[config.mk]
export PLATFORM = sky130hd
export DESIGN_NAME = ccs_timer
export DESIGN_NICKNAME = d
export VERILOG_FILES = /design/src/shared/ccs_pkg.sv /design/src/ccs_edge_detect.sv /design/src/ccs_prescaler.sv /design/src/ccs_timer.sv
export SDC_FILE = /design/constraint.sdc
export NUM_CORES = 1
export LEC_CHECK = 0
export BUFFER_PORTS_ARGS = -buffer_cell sky130_fd_sc_hd__buf_2
export CORE_MARGIN = 4
export CORE_UTILIZATION = 55
export DETAILED_ROUTE_END_ITERATION = 6
export PLACE_DENSITY = 0.77
export SLEW_MARGIN = 5
export SYNTH_ARGS = -nofsm -noshare
export SYNTH_HDL_FRONTEND = slang
export SYNTH_HIERARCHICAL = 1
export SYNTH_SLANG_ARGS = --single-unit
[constraint.sdc]
create_clock -name core_clk_i -period 2.65 [get_ports core_clk_i]
set_input_delay 0.265 -clock core_clk_i [delete_from_list [all_inputs] [get_ports core_clk_i]]
set_output_delay 0.265 -clock core_clk_i [all_outputs]
set_load 0.01 [all_outputs]
[src/shared/ccs_pkg.sv]
// Package with register map, field positions, reset values and bus carriers for the timer.
package ccs_pkg;
   // ----------------------------------------
   // Register byte offsets
   // ----------------------------------------
   localparam logic [7:0] OFS_STATUS = 8'h00;
   localparam logic [7:0] OFS_IRQ_EN = 8'h04;
   localparam logic [7:0] OFS_CTRL = 8'h08;
   localparam logic [7:0] OFS_COUNT = 8'h0C;
   localparam logic [7:0] OFS_CMP_A = 8'h10;
   localparam logic [7:0] OFS_CMP_B = 8'h14;
   localparam logic [7:0] OFS_CAP_A = 8'h18;
   localparam logic [7:0] OFS_CAP_B = 8'h1C;
   localparam logic [7:0] OFS_CAP_C = 8'h20;
   localparam logic [7:0] OFS_CAP_D = 8'h24;
   // ----------------------------------------
   // Field positions
   // ----------------------------------------
   localparam int BIT_CAP_A_FLAG = 7;
   localparam int BIT_CAP_B_FLAG = 6;
   localparam int BIT_CAP_C_FLAG = 5;
   localparam int BIT_CAP_D_FLAG = 4;
   localparam int BIT_CMP_A_FLAG = 3;
   localparam int BIT_CMP_B_FLAG = 2;
   localparam int BIT_OVF_FLAG = 1;
   localparam int BIT_CLR_MATCH = 0;
   localparam int BIT_OVF_IRQ_EN = 1;
   localparam int BIT_CAP_A_SRC = 0;
   localparam int BIT_BUF_A = 3;
   localparam int BIT_BUF_B = 2;
   // ----------------------------------------
   // Reset values and encodings
   // ----------------------------------------
   localparam logic [7:0] RST_REG8 = 8'h00;
   localparam logic [15:0] RST_COUNT = 16'h0000;
   localparam logic [15:0] RST_CMP = 16'hFFFF;
   localparam logic [15:0] RST_CAP = 16'h0000;
   localparam logic [15:0] COUNT_MAX = 16'hFFFF;
   localparam logic [1:0] CKS_DIV4 = 2'h0;
   localparam logic [1:0] CKS_DIV16 = 2'h1;
   localparam logic [1:0] CKS_DIV64 = 2'h2;
   localparam logic [1:0] RESP_OKAY = 2'h0;
   localparam logic [1:0] RESP_SLVERR = 2'h2;
   // ----------------------------------------
   // Bus carriers
   // ----------------------------------------
   typedef struct packed {
      logic awvalid;
      logic [7:0] awaddr;
      logic wvalid;
      logic [31:0] wdata;
      logic [3:0] wstrb;
      logic bready;
      logic arvalid;
      logic [7:0] araddr;
      logic rready;
   } ccs_axi_req_t;
   typedef struct packed {
      logic awready;
      logic wready;
      logic bvalid;
      logic [1:0] bresp;
      logic arready;
      logic rvalid;
      logic [31:0] rdata;
      logic [1:0] rresp;
   } ccs_axi_rsp_t;
endpackage : ccs_pkg

[src/ccs_edge_detect.sv]
// Pin synchroniser with selectable edge detection.
`timescale 1ns/100ps
module ccs_edge_detect
   import ccs_pkg::*;
(
   input wire logic core_clk_i,
   input wire logic rst_b_i,
   input wire logic pin_i,
   input wire logic rise_sel_i,
   output logic edge_o
);
   logic meta_q;
   logic sync_q;
   logic prev_q;

   always_ff @(posedge core_clk_i) begin
      if (!rst_b_i) begin
         meta_q <= 1'b0;
         sync_q <= 1'b0;
         prev_q <= 1'b0;
      end else begin
         meta_q <= pin_i;
         sync_q <= meta_q;
         prev_q <= sync_q;
      end
   end

   // Edge pulse is registered so capture sees a clean single cycle.
   always_ff @(posedge core_clk_i) begin
      if (!rst_b_i) begin
         edge_o <= 1'b0;
      end else begin
         edge_o <= rise_sel_i ? (sync_q & ~prev_q) : (~sync_q & prev_q);
      end
   end
endmodule : ccs_edge_detect

[src/ccs_prescaler.sv]
// Clock-enable divider for the counter.
`timescale 1ns/100ps
module ccs_prescaler
   import ccs_pkg::*;
(
   input wire logic core_clk_i,
   input wire logic rst_b_i,
   input wire logic hold_i,
   input wire logic [1:0] sel_i,
   input wire logic ext_tick_i,
   output logic tick_o
);
   logic [5:0] div_q;

   always_ff @(posedge core_clk_i) begin
      if (!rst_b_i || hold_i) begin
         div_q <= 6'h00;
      end else begin
         div_q <= div_q + 6'h01;
      end
   end

   always_comb begin
      case (sel_i)
         CKS_DIV4: tick_o = &div_q[1:0];
         CKS_DIV16: tick_o = &div_q[3:0];
         CKS_DIV64: tick_o = &div_q;
         default: tick_o = ext_tick_i;
      endcase
   end
endmodule : ccs_prescaler

[src/ccs_timer.sv]
// Free-running timer with captures, compares, status flags and AXI4-Lite registers.
`timescale 1ns/100ps
module ccs_timer
   import ccs_pkg::*;
(
   input wire logic core_clk_i,
   input wire logic rst_b_i,
   input wire logic low_power_i,
   input wire ccs_axi_req_t axi_req_i,
   output ccs_axi_rsp_t axi_rsp_o,
   input wire logic cap_a_pin_i,
   input wire logic head_switch_signal_i,
   input wire logic cap_b_pin_i,
   input wire logic cap_c_pin_i,
   input wire logic cap_d_pin_i,
   input wire logic ext_count_pulse_i,
   output logic [7:1] irq_o
);
   // ----------------------------------------
   // Functions
   // ----------------------------------------
   function automatic logic [15:0] merge16(input logic [15:0] old,
                                           input logic [31:0] wd,
                                           input logic [3:0] st);
      merge16 = {st[1] ? wd[15:8] : old[15:8], st[0] ? wd[7:0] : old[7:0]};
   endfunction : merge16

   function automatic logic known_addr(input logic [7:0] a);
      known_addr = (a[1:0] == 2'h0) && (a <= OFS_CAP_D);
   endfunction : known_addr

   // ----------------------------------------
   // Registers
   // ----------------------------------------
   logic init;
   logic [7:1] flag_q;
   logic [7:1] armed_q;
   logic clr_match_q;
   logic [7:0] irq_en_q;
   logic [7:0] ctrl_q;
   logic [15:0] count_q;
   logic [15:0] cmp_a_q;
   logic [15:0] cmp_b_q;
   logic [15:0] cap_a_q;
   logic [15:0] cap_b_q;
   logic [15:0] cap_c_q;
   logic [15:0] cap_d_q;
   logic aw_have_q;
   logic w_have_q;
   logic [7:0] awaddr_q;
   logic [31:0] wdata_q;
   logic [3:0] wstrb_q;
   logic bvalid_q;
   logic [1:0] bresp_q;
   logic rvalid_q;
   logic [31:0] rdata_q;
   logic [1:0] rresp_q;
   logic wr_go;
   logic rd_go;
   logic [7:1] set_v;
   logic [7:1] clr_v;
   logic [4:0] pin_v;
   logic [4:0] rise_v;
   logic [4:0] edge_v;
   logic tick;
   logic match_a;
   logic match_b;
   logic count_clr;
   logic [15:0] count_d;

   // Low-power modes act as a functional reset of all timer state except the edge detectors and the bus channels.
   assign init = !rst_b_i || low_power_i;

   // ----------------------------------------
   // Capture inputs
   // ----------------------------------------
   // Source mux sits before the synchroniser so both sources see two flops.
   assign pin_v = {ext_count_pulse_i, cap_d_pin_i, cap_c_pin_i, cap_b_pin_i,
                   irq_en_q[BIT_CAP_A_SRC] ? head_switch_signal_i : cap_a_pin_i};
   assign rise_v = {1'b1, ctrl_q[4], ctrl_q[5], ctrl_q[6], ctrl_q[7]};

   genvar gi;
   generate
      for (gi = 0; gi < 5; gi++) begin : g_edge
         ccs_edge_detect u_edge (
            .core_clk_i(core_clk_i),
            .rst_b_i(rst_b_i),
            .pin_i(pin_v[gi]),
            .rise_sel_i(rise_v[gi]),
            .edge_o(edge_v[gi])
         );
      end
   endgenerate

   // ----------------------------------------
   // Counter
   // ----------------------------------------
   ccs_prescaler u_presc (
      .core_clk_i(core_clk_i),
      .rst_b_i(rst_b_i),
      .hold_i(low_power_i),
      .sel_i(ctrl_q[1:0]),
      .ext_tick_i(edge_v[4]),
      .tick_o(tick)
   );

   assign match_a = tick && (count_q == cmp_a_q);
   assign match_b = tick && (count_q == cmp_b_q);
   assign count_clr = match_a && clr_match_q;

   always_comb begin
      count_d = count_q;
      if (count_clr) begin
         count_d = RST_COUNT;
      end else if (tick) begin
         count_d = count_q + 16'h0001;
      end
   end

   // A software write to the counter takes priority over counting.
   always_ff @(posedge core_clk_i) begin
      if (init) begin
         count_q <= RST_COUNT;
      end else if (wr_go && awaddr_q == OFS_COUNT) begin
         count_q <= merge16(count_q, wdata_q, wstrb_q);
      end else begin
         count_q <= count_d;
      end
   end

   // ----------------------------------------
   // Capture registers
   // ----------------------------------------
   always_ff @(posedge core_clk_i) begin
      if (init) begin
         cap_a_q <= RST_CAP;
         cap_b_q <= RST_CAP;
         cap_c_q <= RST_CAP;
         cap_d_q <= RST_CAP;
      end else begin
         if (edge_v[0]) begin
            cap_a_q <= count_q;
         end
         if (edge_v[1]) begin
            cap_b_q <= count_q;
         end
         if (ctrl_q[BIT_BUF_A]) begin
            if (edge_v[0]) begin
               cap_c_q <= cap_a_q;
            end
         end else if (edge_v[2]) begin
            cap_c_q <= count_q;
         end
         if (ctrl_q[BIT_BUF_B]) begin
            if (edge_v[1]) begin
               cap_d_q <= cap_b_q;
            end
         end else if (edge_v[3]) begin
            cap_d_q <= count_q;
         end
      end
   end

   // ----------------------------------------
   // Status flags
   // ----------------------------------------
   // C and D events set their flags whatever the buffer mode.
   assign set_v = {edge_v[0], edge_v[1], edge_v[2], edge_v[3], match_a, match_b,
                   tick && !count_clr && count_q == COUNT_MAX};

   // Only a written 0 on a flag that was armed by an earlier read clears it.
   assign clr_v = (wr_go && awaddr_q == OFS_STATUS && wstrb_q[0]) ?
                  (armed_q & ~wdata_q[7:1]) : 7'h00;

   always_ff @(posedge core_clk_i) begin
      if (init) begin
         flag_q <= RST_REG8[7:1];
      end else begin
         flag_q <= set_v | (flag_q & ~clr_v);
      end
   end

   // A read that returns 1 arms the bit; any status write disarms it.
   always_ff @(posedge core_clk_i) begin
      if (init) begin
         armed_q <= RST_REG8[7:1];
      end else if (wr_go && awaddr_q == OFS_STATUS) begin
         armed_q <= RST_REG8[7:1];
      end else if (rd_go && axi_req_i.araddr == OFS_STATUS) begin
         armed_q <= armed_q | flag_q;
      end
   end

   // ----------------------------------------
   // Control registers
   // ----------------------------------------
   always_ff @(posedge core_clk_i) begin
      if (init) begin
         clr_match_q <= RST_REG8[BIT_CLR_MATCH];
         irq_en_q <= RST_REG8;
         ctrl_q <= RST_REG8;
      end else if (wr_go && wstrb_q[0]) begin
         case (awaddr_q)
            OFS_STATUS: clr_match_q <= wdata_q[BIT_CLR_MATCH];
            OFS_IRQ_EN: irq_en_q <= wdata_q[7:0];
            OFS_CTRL: ctrl_q <= wdata_q[7:0];
            default: ;
         endcase
      end
   end

   always_ff @(posedge core_clk_i) begin
      if (init) begin
         cmp_a_q <= RST_CMP;
         cmp_b_q <= RST_CMP;
      end else if (wr_go) begin
         if (awaddr_q == OFS_CMP_A) begin
            cmp_a_q <= merge16(cmp_a_q, wdata_q, wstrb_q);
         end
         if (awaddr_q == OFS_CMP_B) begin
            cmp_b_q <= merge16(cmp_b_q, wdata_q, wstrb_q);
         end
      end
   end

   // ----------------------------------------
   // Interrupt requests
   // ----------------------------------------
   // Levels from flops; they drop in the same cycle as the flag or enable flop clears.
   assign irq_o = flag_q & irq_en_q[7:1];

   // ----------------------------------------
   // AXI4-Lite write channel
   // ----------------------------------------
   assign wr_go = aw_have_q && w_have_q && !bvalid_q;

   always_ff @(posedge core_clk_i) begin
      if (!rst_b_i) begin
         aw_have_q <= 1'b0;
         awaddr_q <= 8'h00;
      end else if (axi_req_i.awvalid && axi_rsp_o.awready) begin
         aw_have_q <= 1'b1;
         awaddr_q <= axi_req_i.awaddr;
      end else if (wr_go) begin
         aw_have_q <= 1'b0;
      end
   end

   always_ff @(posedge core_clk_i) begin
      if (!rst_b_i) begin
         w_have_q <= 1'b0;
         wdata_q <= 32'h00000000;
         wstrb_q <= 4'h0;
      end else if (axi_req_i.wvalid && axi_rsp_o.wready) begin
         w_have_q <= 1'b1;
         wdata_q <= axi_req_i.wdata;
         wstrb_q <= axi_req_i.wstrb;
      end else if (wr_go) begin
         w_have_q <= 1'b0;
      end
   end

   always_ff @(posedge core_clk_i) begin
      if (!rst_b_i) begin
         bvalid_q <= 1'b0;
         bresp_q <= RESP_OKAY;
      end else if (wr_go) begin
         bvalid_q <= 1'b1;
         bresp_q <= known_addr(awaddr_q) ? RESP_OKAY : RESP_SLVERR;
      end else if (axi_req_i.bready) begin
         bvalid_q <= 1'b0;
      end
   end

   // ----------------------------------------
   // AXI4-Lite read channel
   // ----------------------------------------
   assign rd_go = axi_req_i.arvalid && !rvalid_q;

   always_ff @(posedge core_clk_i) begin
      if (!rst_b_i) begin
         rvalid_q <= 1'b0;
         rdata_q <= 32'h00000000;
         rresp_q <= RESP_OKAY;
      end else if (rd_go) begin
         rvalid_q <= 1'b1;
         rresp_q <= known_addr(axi_req_i.araddr) ? RESP_OKAY : RESP_SLVERR;
         case (axi_req_i.araddr)
            OFS_STATUS: rdata_q <= {24'h000000, flag_q, clr_match_q};
            OFS_IRQ_EN: rdata_q <= {24'h000000, irq_en_q};
            OFS_CTRL: rdata_q <= {24'h000000, ctrl_q};
            OFS_COUNT: rdata_q <= {16'h0000, count_q};
            OFS_CMP_A: rdata_q <= {16'h0000, cmp_a_q};
            OFS_CMP_B: rdata_q <= {16'h0000, cmp_b_q};
            OFS_CAP_A: rdata_q <= {16'h0000, cap_a_q};
            OFS_CAP_B: rdata_q <= {16'h0000, cap_b_q};
            OFS_CAP_C: rdata_q <= {16'h0000, cap_c_q};
            OFS_CAP_D: rdata_q <= {16'h0000, cap_d_q};
            default: rdata_q <= 32'h00000000;
         endcase
      end else if (axi_req_i.rready) begin
         rvalid_q <= 1'b0;
      end
   end

   always_comb begin
      axi_rsp_o.awready = !aw_have_q && !bvalid_q;
      axi_rsp_o.wready = !w_have_q && !bvalid_q;
      axi_rsp_o.bvalid = bvalid_q;
      axi_rsp_o.bresp = bresp_q;
      axi_rsp_o.arready = !rvalid_q;
      axi_rsp_o.rvalid = rvalid_q;
      axi_rsp_o.rdata = rdata_q;
      axi_rsp_o.rresp = rresp_q;
   end
endmodule : ccs_timer

==> metrics.md, run 1 <==
| Metric | Value |
|---|---|
| Status | `finished, final reports clean` |
| Post-synthesis cell type count | `70` |
| Synthesized flop and latch total | `roughly 220` |
| Switching share of total power | `23.3%` |
| Highest clock rate | `0.418 GHz` |
| Syn Area/Cell | `just under 9 µm²` |
| Filler cells | `1496` |
| Met1 GRT Util | `37.8%` |
| Tot GR Track Use | `26.7%` |
| Final Max Tran Viols | `0` |
| 1st-pass router iterations | `5` |
| Logic pwr share | `6.1%` |
| Met3 GRT Util | `4.47%` |
| Clock latency on the worst-skew pair | `520 ps` |
| N_diodes | `0` |
| Slew at the pin closest to its max-slew limit | `947 ps` |
| FFs w/ async S/R, synth | `0%` |
| Worst setup SP type | `register` |
| Die W | `between 100 and 150 µm` |
| Most common cell after layout, fill and taps aside | `dfxtp_1` |
| Setup_tns | `0 ps` |
| Crit path max-delay family | `compound AO/OA/AOI/OAI gates` |
| Rows | `49` |
| P_sw | `1.64 mW` |
| DR WL/cell | `18.6 µm` |
| Initial antenna violation count | `1` |
| Critical path peak fanout | `9` |
| # clock sinks | `between 200 and 250` |
| Pwr dens | `591 mW/mm²` |
| Warnings, synthesis | `6` |
| Place WS | `290 ps` |
| Multi-input gate area | `0.00547 mm²` |
| HP Class | `in -> reg` |
| DP HPWL | `19500 µm` |
| Detailed-route via count | `approximately 9000` |
| DR DRC count | `0` |
| WL final | `28000 µm` |
| Maximum single-stage delay on the critical path | `~480 ps` |
| CTS tree | `yes` |
| Setup violations, final | `0` |
| RD Place Congestion | `0.888` |
| Sequential share of the synthesized area | `42.2%` |
| Clock Pin Slew Worst Setup and Hold Paths | `~60 ps` |
| Die area | `roughly 0.021 mm²` |
| Synthesized area | `a little over 0.01 mm²` |
| Vias per inst | `5.98` |
| Placed Cells | `roughly 1400` |
| Minimum clock period after layout | `2390 ps` |
| Worst Setup Slack, final | `around 260 ps` |
| Most frequent cells in the layout | `217 x dfxtp_1, 163 x nand2_1, 122 x nor2_1` |
| Clock Skew | `between 10 and 15 ps` |
| Final cell count without fillers | `1506` |
| Die Ht | `145 µm` |
| CP bufs+invs | `1` |
| Worst hold slack | `9.75 ps` |
| Initial core utilization | `56.6%` |
| Boundary Pins | `114` |
| Nets | `1327` |
| Req. time, crit path | `about 3100 ps` |
| Final Hold Viols | `0` |
| Total power | `7.02 mW` |
| DR iter-0 viols | `slightly above 1000` |
| Cell breakdown of the critical path | `nand4_1 -> o22ai_1 -> a21o_1 -> o21ai_0 -> nor4_2 -> a31oi_2 -> buf_4 -> a21oi_1 -> nor3_1` |
| Post-CTS Hold Fix Bufs | `26` |
| Layout cells sized above 1 | `16.4%` |
| Vias in the first global route | `8354` |
| Area after detailed placement | `0.0109 mm²` |
| ANT nets after route | `0` |
| Final instance area | `0.0119 mm²` |
| Worst path slowest cell | `nor4_2` |
| Register area | `0.00434 mm²` |
| Clock network power share | `roughly 46%` |
| Fin crit share | `90.3%` |
| Area Overhead vs Synth | `15.4%` |
| First-pass GRT wire length | `44900 µm` |
| Number of max-cap violations | `0` |
| Number of gates resized after CTS | `0` |
| PortBufs | `77` |
| Worst Setup End Kind | `register` |
| WS Path Type | `reg -> reg` |
| Slew headroom | `36.3%` |
| Gr busiest metal | `met2` |
| Core Region | `0.0182 mm²` |
| Worst IR Drop VDD | `0.430 mV` |
| RSZ-0062 raised after global routing | `no` |
| Clock tree buffer depth | `3` |
| Static Leak | `4.46 nW` |
| Num CTS Buffers | `24` |
| H-Tree Depth | `1` |
| WP data arrival | `about 2800 ps` |
| Number of synthesized flops with an enable pin | `0` |
| Root buffer cell | `clkbuf_16` |
| Grt total ovfl | `0` |
| Post-CTS setup buffers | `0` |
| GRT met2 Usage | `a little over two fifths` |
| Final Util | `about two thirds` |
| Pin count of the biggest net entering global routing | `72` |
| Ys flop type | `dfxtp_1` |
| Sequential share of power | `48.1%` |
| Internal | `5.39 mW` |
| Syn Inst Count | `1171` |
[synthesized netlist by cell type, drive strengths merged (6+ instances only)]
cell / n / area share [%]
buf: 52 / 3.3
xnor2: 30 / 2.6
clkbuf: 49 / 1.8
a21oi: 62 / 3.0
nor4: 7 / 0.81
o22ai: 6 / 0.36
nor2b: 11 / 0.67
a21boi: 10 / 0.77
nor2: 124 / 4.5
a22o: 6 / 0.51
a22oi: 24 / 1.7
nand3: 41 / 2.1
nor3: 17 / 0.83
and3: 7 / 0.43
a211oi: 37 / 2.7
a221oi: 6 / 0.51
mux2: 12 / 1.3
and2: 29 / 1.9
nand4: 13 / 0.85
o21ai: 43 / 2.1
inv: 12 / 0.44
nand4b: 7 / 0.60
dfxtp: 217 / 42
mux4: 9 / 2.0
mux2i: 107 / 10
nand2b: 9 / 0.55
a31oi: 8 / 0.55
a32oi: 7 / 0.60
nand2: 163 / 5.9
[layer usage]
layer	share of wire (%)	vias up
met1	43	4216
met3	8.3	72
met5	0.029	-
met4	3.1	2
met2	45	428
li1	-	4281
[flip-flops by register name (all words and copies together) (netlist names), 6 cells and up]
name / cells
cap_a_q: 16
cap_b_q: 16
cap_c_q: 16
cap_d_q: 16
cmp_a_q: 16
cmp_b_q: 16
count_q: 16
rdata_q: 16
wdata_q: 16
awaddr_q: 8
ctrl_q: 8
irq_en_q: 8
armed_q: 7
flag_q: 7
u_presc/div_q: 6
[final timing paths]
| check | startpoint | to | slack (ps) | depth (start not counted) |
|---|---|---|---|---|
| worst max-delay path | u_presc/div_q[2] | count_q[9] | 260 | 9 |
| worst min-delay path | axi_req_i[17] | wdata_q[2] | 10 | 3 |
| worst max register to register | u_presc/div_q[2] | count_q[9] | 260 | 9 |
| worst min register to register | g_edge[0].u_edge/meta_q | g_edge[0].u_edge/sync_q | 440 | 1 |
[cell type report]
| type | instances | area share [%] |
|---|---|---|
| inverter | 13 | 0.410 |
| tap | 229 | 2.41 |
| clock inverter | 4 | 0.189 |
| clock buffer | 40 | 6.24 |
| timing repair buffer | 145 | 8.19 |
| sequential | 217 | 36.5 |
| multi-input combinational | 858 | 46.0 |
[cell families after synthesis]
| kind of cell | synth area share [%] |
|---|---|
| adders and majority gates | 0.243 |
| and+or+nand+nor | 20.9 |
| AOI/OAI and AO/OA | 14.7 |
| other | 0.0729 |
| DFF | 42.2 |
| muxes | 13.7 |
| buffers and inverters | 5.54 |
| xor gates and xnor gates | 2.72 |
[tightest hold or removal path, stage by stage]
cell and delay [ps]:
buf_2 100, nand2_1 50, a21oi_1 50
[power groups by stage]
| stage | clock, mW | sequential [mW] | combinational, mW |
|---|---|---|---|
| floorplan | 0 | 3.42 | 0.286 |
| global placement | 0 | 3.44 | 0.384 |
| detailed placement | 0 | 3.45 | 0.389 |
| CTS | 3.24 | 3.38 | 0.420 |
| global route | 3.38 | 3.38 | 0.468 |
| finish | 3.22 | 3.38 | 0.426 |
(Power assumes the default switching activity.)
==> run 2: changes to the inputs <==
--- a/config.mk
+++ b/config.mk
@@ -7,9 +7,9 @@
 export LEC_CHECK = 0
 export BUFFER_PORTS_ARGS = -buffer_cell sky130_fd_sc_hd__buf_2
 export CORE_MARGIN = 4
-export CORE_UTILIZATION = 55
+export CORE_UTILIZATION = 36
 export DETAILED_ROUTE_END_ITERATION = 6
-export PLACE_DENSITY = 0.77
+export PLACE_DENSITY = 0.54
 export SLEW_MARGIN = 5
 export SYNTH_ARGS = -nofsm -noshare
 export SYNTH_HDL_FRONTEND = slang
==> metrics.md, run 2 (same netlist as run 1, synthesis figures left out) <==
| Metric | Value |
|---|---|
| Status | `finished, final reports clean` |
| Setup violations, final | `0 (unchanged)` |
| CP bufs+invs | `1 (unchanged)` |
| Vias per inst | `5.20 (-13%)` |
| Detailed-route via count | `8680 (-3.5%)` |
| Critical path peak fanout | `8 (-1)` |
| ANT nets after route | `0 (unchanged)` |
| Worst path slowest cell | `dfxtp_1` |
| Placed Cells | `1593 (+11%)` |
| WP data arrival | `2710 ps (-80 ps)` |
| WL met1 | `14900 µm (+23%)` |
| Area Overhead vs Synth | `19.0%` |
| Clock network power share | `47.5% (+1.7 points)` |
| Register area | `0.00434 mm² (unchanged)` |
| DR WL/cell | `18.3 µm (-1.6%)` |
| Rows | `61 (+24%)` |
| Most frequent cells in the layout | `217 x dfxtp_1, 163 x nand2_1, 122 x nor2_1` |
| RSZ-0062 raised after global routing | `no` |
| Die Ht | `177 µm (+22%)` |
| PortBufs | `77 (unchanged)` |
| Highest Signal Layer | `met4` |
| Initial antenna violation count | `0 (-1)` |
| Final Util | `43.8% (-22 points)` |
| Final cell count without fillers | `1668 (+11%)` |
| Filler cells | `2783 (+86%)` |
| Internal | `5.57 mW (+3.4%)` |
| H-Tree Depth | `1 (unchanged)` |
| Core Region | `0.0280 mm² (+54%)` |
| Met3 wire len | `1670 µm (-28%)` |
| Clock tree buffer depth | `3 (unchanged)` |
| Nets | `1343 (+1.2%)` |
| Initial core utilization | `36.8% (-20 points)` |
| Cell mode on critical path | `o21ai_0` |
| Multi-input gate area | `0.00547 mm² (unchanged)` |
| Sequential share of power | `46.5% (-1.6 points)` |
| Number of max-cap violations | `0 (unchanged)` |
| N_diodes | `0 (unchanged)` |
| Die area | `0.0314 mm² (+50%)` |
| Clock Pin Slew Worst Setup and Hold Paths | `60 ps (about the same)` |
| CTS tree | `yes` |
| Switching share of total power | `23.4% (+0.12 points)` |
| Clock Skew | `9.53 ps (-4.35 ps)` |
| Maximum single-stage delay on the critical path | `460 ps (-20 ps)` |
| Worst r2r path cells | `9 (unchanged)` |
| Post-CTS Hold Fix Bufs | `33 (+27%)` |
| Boundary Pins | `114 (unchanged)` |
| Hold EP | `g_edge[0].u_edge/meta_q` |
| Worst hold slack | `81.9 ps (+72.1 ps)` |
| Highest clock rate | `0.440 GHz (+5.4%)` |
| DR iter-0 viols | `648 (-37%)` |
| Slew at the pin closest to its max-slew limit | `624 ps (-323 ps)` |
| Minimum clock period after layout | `2270 ps (-122 ps)` |
| Hold path start | `head_switch_signal_i` |
| Worst IR Drop VDD | `0.396 mV (-7.9%)` |
| Crit path max-delay family | `compound AO/OA/AOI/OAI gates` |
| Die W | `177 µm (+22%)` |
| Worst setup SP type | `register` |
| Clock latency on the worst-skew pair | `530 ps (about the same)` |
| Metal2 WL | `13300 µm (+5.3%)` |
| Fin crit share | `85.7% (-4.6 points)` |
| Worst reg2reg setup slack | `380 ps (+120 ps)` |
| RD Place Congestion | `0.851 (-4.2%)` |
| Root buffer cell | `clkbuf_16` |
| Static Leak | `4.57 nW (+2.5%)` |
| Slew headroom | `58.3% (+22 points)` |
| Number of gates resized after CTS | `0 (unchanged)` |
| Pin count of the biggest net entering global routing | `57 (-21%)` |
| Tot GR Track Use | `19.2% (-7.5 points)` |
| Post-CTS setup buffers | `0 (unchanged)` |
| # clock sinks | `217 (unchanged)` |
| Num CTS Buffers | `25 (+4.2%)` |
| DP HPWL | `21500 µm (+10%)` |
| Total power | `7.27 mW (+3.6%)` |
| Setup_tns | `0 ps (unchanged)` |
| Most common cell after layout, fill and taps aside | `dfxtp_1` |
| Worst flop-to-flop path startpoint | `ctrl_q[0]` |
| WL final | `30500 µm (+9.0%)` |
| Worst Setup End Kind | `register` |
| Cell breakdown of the critical path | `a21boi_0 -> o22ai_1 -> a21o_1 -> o21ai_0 -> nor4_2 -> a31oi_2 -> buf_4 -> o21ai_0 -> a211oi_1` |
| Req. time, crit path | `3090 ps (+40 ps)` |
| Hold-critical path depth | `3 (unchanged)` |
| Logic pwr share | `6.0% (about the same)` |
| WS Path Type | `reg -> reg` |
| Reg2reg end | `count_q[4]` |
| 1st-pass router iterations | `6 (+1)` |
| Vias in the first global route | `8249 (-1.3%)` |
| Final Hold Viols | `0 (unchanged)` |
| Grt total ovfl | `0 (unchanged)` |
| P_sw | `1.70 mW (+4.1%)` |
| Final Max Tran Viols | `0 (unchanged)` |
| First-pass GRT wire length | `47700 µm (+6.3%)` |
| HP Class | `in -> reg` |
| DR DRC count | `0 (unchanged)` |
| Pwr dens | `593 mW/mm² (+0.46%)` |
| Layout cells sized above 1 | `17.2% (+0.84 points)` |
## run 2: changes by cell type in the layout (fill, tap and decap cells not counted)
cell           previous run  this run
dlygate4sd3_1            26        33
inv_6                     0         2
clkinv_2                  3         5
clkbuf_1                  9         2
bufinv_16                 0         2
buf_4                    41        49
clkinvlp_4                1         0
## run 2: power by group through the flow
stage	combinational [mW]	sequential, mW	clock [mW]
after CTS	0.435	3.38	3.55
after detailed placement	0.396	3.45	0
final	0.435	3.38	3.46
after global routing	0.480	3.39	3.67
after floorplan	0.286	3.42	0
after global placement	0.393	3.45	0
## run 2: metrics by stage
stage	cell area [µm²]	worst slack, ps
2_1_floorplan	10400	691
3_5_place_dp	11100	414
4_1_cts	12300	391
6_report	12300	378
5_1_grt	12300	194
3_3_place_gp	11100	404
## run 2: how the worst max path moves through the flow
stage,to,slack (ps),depth (start not counted),start
floorplan,count_q[0],690,9,u_presc/div_q[2]
global placement,count_q[0],400,9,u_presc/div_q[2]
detailed placement,count_q[0],410,9,u_presc/div_q[2]
CTS,count_q[4],390,9,ctrl_q[0]
global route,count_q[5],190,9,ctrl_q[0]
finish,count_q[4],380,9,ctrl_q[0]
## run 2: routing by layer
| layer | GRT usage [%] | vias up |
|---|---|---|
| met2 | 29.8 | 231 |
| met1 | 28.7 | 4094 |
| met3 | 2.33 | 43 |
| met5 | 0 | - |
| met4 | 4.29 | 0 |
| li1 | - | 4312 |
## run 2: layout make-up
class	count	share of cell area, %
Clock inverter	9	0.837
Clock buffer	33	5.84
Tap cell	378	3.86
Inverter	13	0.398
Timing Repair Buffer	160	9.00
Sequential cell	217	35.4
Multi-Input combinational cell	858	44.6
## run 2: tightest hold or removal path: stages
cell and delay (ps):
buf_2 70, mux2_2 120, and2_2 120
==> run 3: changes to the inputs <==
--- a/config.mk
+++ b/config.mk
@@ -5,11 +5,13 @@
 export SDC_FILE = /design/constraint.sdc
 export NUM_CORES = 1
 export LEC_CHECK = 0
+export ABC_AREA = 1
 export BUFFER_PORTS_ARGS = -buffer_cell sky130_fd_sc_hd__buf_2
 export CORE_MARGIN = 4
 export CORE_UTILIZATION = 36
 export DETAILED_ROUTE_END_ITERATION = 6
 export PLACE_DENSITY = 0.54
+export REMOVE_ABC_BUFFERS = 1
 export SLEW_MARGIN = 5
 export SYNTH_ARGS = -nofsm -noshare
 export SYNTH_HDL_FRONTEND = slang
==> metrics.md, run 3 <==
| Metric | Value |
|---|---|
| Status | `finished, final reports clean` |
| Cell breakdown of the critical path | `ha_1 -> nand3_1 -> nor2_1 -> nand3_1 -> nand2_1 -> a21boi_0 -> nand3b_1 -> nor2_2 -> nand4_4 -> nand2_1 -> a21oi_1` |
| Largest cells by area after synthesis | `dfxtp_1 41%, nand2_1 14%, o21ai_0 7.4%` |
| Initial core utilization | `36.5% (-0.28 points)` |
| Worst IR Drop VDD | `0.533 mV (+34%)` |
| Initial antenna violation count | `0 (unchanged)` |
| Most common cell after layout, fill and taps aside | `nand2_1` |
| Hold-critical path depth | `3 (unchanged)` |
| Die W | `179 µm (+0.93%)` |
| Syn Area/Cell | `6.76 µm² (-23%)` |
| Number of synthesized flops with an enable pin | `0 (unchanged)` |
| # clock sinks | `217 (unchanged)` |
| 1st-pass router iterations | `5 (-1)` |
| CP bufs+invs | `0 (-1)` |
| Tot GR Track Use | `20.1% (+0.88 points)` |
| Final Hold Viols | `0 (unchanged)` |
| WL final | `32400 µm (+6.1%)` |
| DP HPWL | `22800 µm (+6.1%)` |
| Clock latency on the worst-skew pair | `530 ps (about the same)` |
| CTS tree | `yes` |
| Crit path max-delay family | `simple AND/OR/NAND/NOR gates` |
| Syn Inst Count | `1553 (+33%)` |
| Highest clock rate | `0.445 GHz (+1.1%)` |
| Worst Setup End Kind | `register` |
| RSZ-0062 raised after global routing | `no` |
| Final Max Tran Viols | `0 (unchanged)` |
| Clock tree buffer depth | `3 (unchanged)` |
| Vias per inst | `4.97 (-4.4%)` |
| Die area | `0.0320 mm² (+1.9%)` |
| Grt total ovfl | `0 (unchanged)` |
| WS Path Type | `reg -> reg` |
| Setup_tns | `0 ps (unchanged)` |
| Slew headroom | `43.3% (-15 points)` |
| Warnings, synthesis | `6 (unchanged)` |
| Num CTS Buffers | `26 (+4.0%)` |
| HP Class | `in -> reg` |
| Sequential share of the synthesized area | `41.4% (-0.81 points)` |
| Nets | `1703 (+27%)` |
| Req. time, crit path | `3050 ps (-40 ps)` |
| Synthesized flop and latch total | `217 (unchanged)` |
| Vias in the first global route | `9379 (+14%)` |
| DR WL/cell | `15.9 µm (-13%)` |
| Most common cell in the netlist | `nand2_1` |
| Worst setup SP type | `register` |
| Boundary Pins | `114 (unchanged)` |
| Ys flop type | `dfxtp_1` |
| H-Tree Depth | `1 (unchanged)` |
| Setup violations, final | `0 (unchanged)` |
| Final instance area | `0.0124 mm² (+0.73%)` |
| RD Place Congestion | `0.843 (-0.98%)` |
| Area Overhead vs Synth | `17.6%` |
| DR DRC count | `0 (unchanged)` |
| Number of max-cap violations | `0 (unchanged)` |
| Die Ht | `179 µm (+0.93%)` |
| Area leader, netlist | `dfxtp_1` |
| ANT nets after route | `0 (unchanged)` |
| Most frequent cells in the layout | `396 x nand2_1, 217 x dfxtp_1, 173 x nor2_1` |
| Worst hold slack | `8.45 ps (-73.4 ps)` |
| Area after detailed placement | `0.0113 mm² (+1.6%)` |
| Top cells by count, synth | `396 x nand2_1, 217 x dfxtp_1, 175 x nor2_1` |
| Detailed-route via count | `10100 (+17%)` |
| First-pass GRT wire length | `51200 µm (+7.3%)` |
| Clock Pin Slew Worst Setup and Hold Paths | `60 ps (about the same)` |
| Critical path peak fanout | `17 (+9)` |
| WL met1 | `15200 µm (+1.9%)` |
| Worst Setup Slack, final | `403 ps (+25.1 ps)` |
| Met3 wire len | `1770 µm (+6.2%)` |
| Root buffer cell | `clkbuf_16` |
| Metal2 WL | `14800 µm (+11%)` |
| WP data arrival | `2650 ps (-60 ps)` |
| Worst path slowest cell | `dfxtp_1` |
| Place WS | `407 ps (-6.73 ps)` |
| Fin crit share | `84.8% (-0.95 points)` |
| Pin count of the biggest net entering global routing | `50 (-12%)` |
| Minimum clock period after layout | `2250 ps (-25.1 ps)` |
| FFs w/ async S/R, synth | `0% (unchanged)` |
| Worst r2r path cells | `11 (+2)` |
| Maximum single-stage delay on the critical path | `350 ps (-110 ps)` |
| Area fraction of the dominant cell type after synthesis | `41.4% (-0.81 points)` |
| N_diodes | `0 (unchanged)` |
| Slew at the pin closest to its max-slew limit | `848 ps (+224 ps)` |
| Core Region | `0.0288 mm² (+2.7%)` |
| Highest Signal Layer | `met4` |
| PortBufs | `77 (unchanged)` |
| Post-synthesis cell type count | `43 (-39%)` |
| Synthesized area | `0.0105 mm² (+2.0%)` |
| DR iter-0 viols | `699 (+7.9%)` |
| Crit path depth | `11 (+2)` |
| Pwr dens | `605 mW/mm² (+1.9%)` |
| Rows | `62 (+1.6%)` |
| Layout cells sized above 1 | `12.0% (-5.2 points)` |
| Static Leak | `5.50 nW (+20%)` |
| Clock Skew | `11.8 ps (+2.24 ps)` |
## run 3: cell types whose count changed in the layout (fill, tap and decap cells not counted), moves of 15 or more
cell / previous run / this run
a211oi_1: 37 / 0
a21oi_1: 62 / 106
a22oi_1: 24 / 0
a31oi_1: 7 / 33
and2_2: 15 / 0
inv_1: 12 / 119
mux2i_1: 107 / 0
nand2_1: 163 / 396
nand3_1: 39 / 139
nor2_1: 122 / 173
o211ai_1: 1 / 17
o21ai_0: 38 / 154
xnor2_1: 30 / 11
## run 3: repair_timing
item / 4_1_cts / 5_1_grt
endpoints found under the setup margin: 0 / 0
setup buffers: 0 / 0
hold buffers: 19 / 0
resized for setup: 0 / 0
endpoints found under the hold margin: 19 / 0
## run 3: layer usage
metal	vias up	global-route usage, %
met5	-	0
met4	0	4.25
met3	39	2.36
met2	250	32.8
met1	4637	28.6
li1	5213	-
## run 3: final timing paths
check	start	end	slack (ps)
worst min register to register	g_edge[0].u_edge/meta_q	g_edge[0].u_edge/sync_q	410
worst max-delay path	u_presc/div_q[0]	flag_q[1]	400
worst min-delay path	axi_req_i[29]	wdata_q[14]	8
worst max register to register	u_presc/div_q[0]	flag_q[1]	400
## run 3: metrics by stage
step           power (mW)  util, %  std cells
6_report             7.47     42.9       2038
4_1_cts              7.55     42.9       2038
2_1_floorplan        3.68        -       1471
3_5_place_dp         3.89     39.2       1972
5_1_grt              7.73     42.9       2038
3_3_place_gp         3.88     39.2       1972
## run 3: tightest hold or removal path, cell delays in order
cell	delay [ps]
buf_2	80
o21ai_0	80
nor2_1	70
## run 3: cell families (layout without fill, tap and decap cells)
| logic type | Yosys count | in the layout | synth area share [%] |
|---|---|---|---|
| buffers and inverters | 234 | 317 | 9.87 |
| xor gates and xnor gates | 14 | 14 | 1.17 |
| DFF | 217 | 217 | 41.4 |
| AOI/OAI and AO/OA | 334 | 334 | 17.1 |
| adders and majority gates | 2 | 2 | 0.238 |
| muxes | 1 | 1 | 0.107 |
| other | 2 | 20 | 0.0715 |
| and+or+nand+nor | 749 | 749 | 30.1 |
## run 3: area by class of cell
cell class / count / area [µm²]
multi-input combinational: 1120 / 5210
fill: 3089 / 16400
sequential: 217 / 4340
inverter: 134 / 503
clock buffer: 33 / 718
timing repair buffer: 136 / 938
clock inverter: 14 / 154
tap: 384 / 480
## run 3: report_power, final
part | internal, mW | switching [mW] | total [mW] | leakage [nW]
Sequential | 3.33 | 0.0753 | 3.40 | 1.76
Clock | 2.20 | 1.43 | 3.64 | 0.430
Combinational | 0.146 | 0.283 | 0.429 | 3.31
Total | 5.68 | 1.79 | 7.47 | 5.50
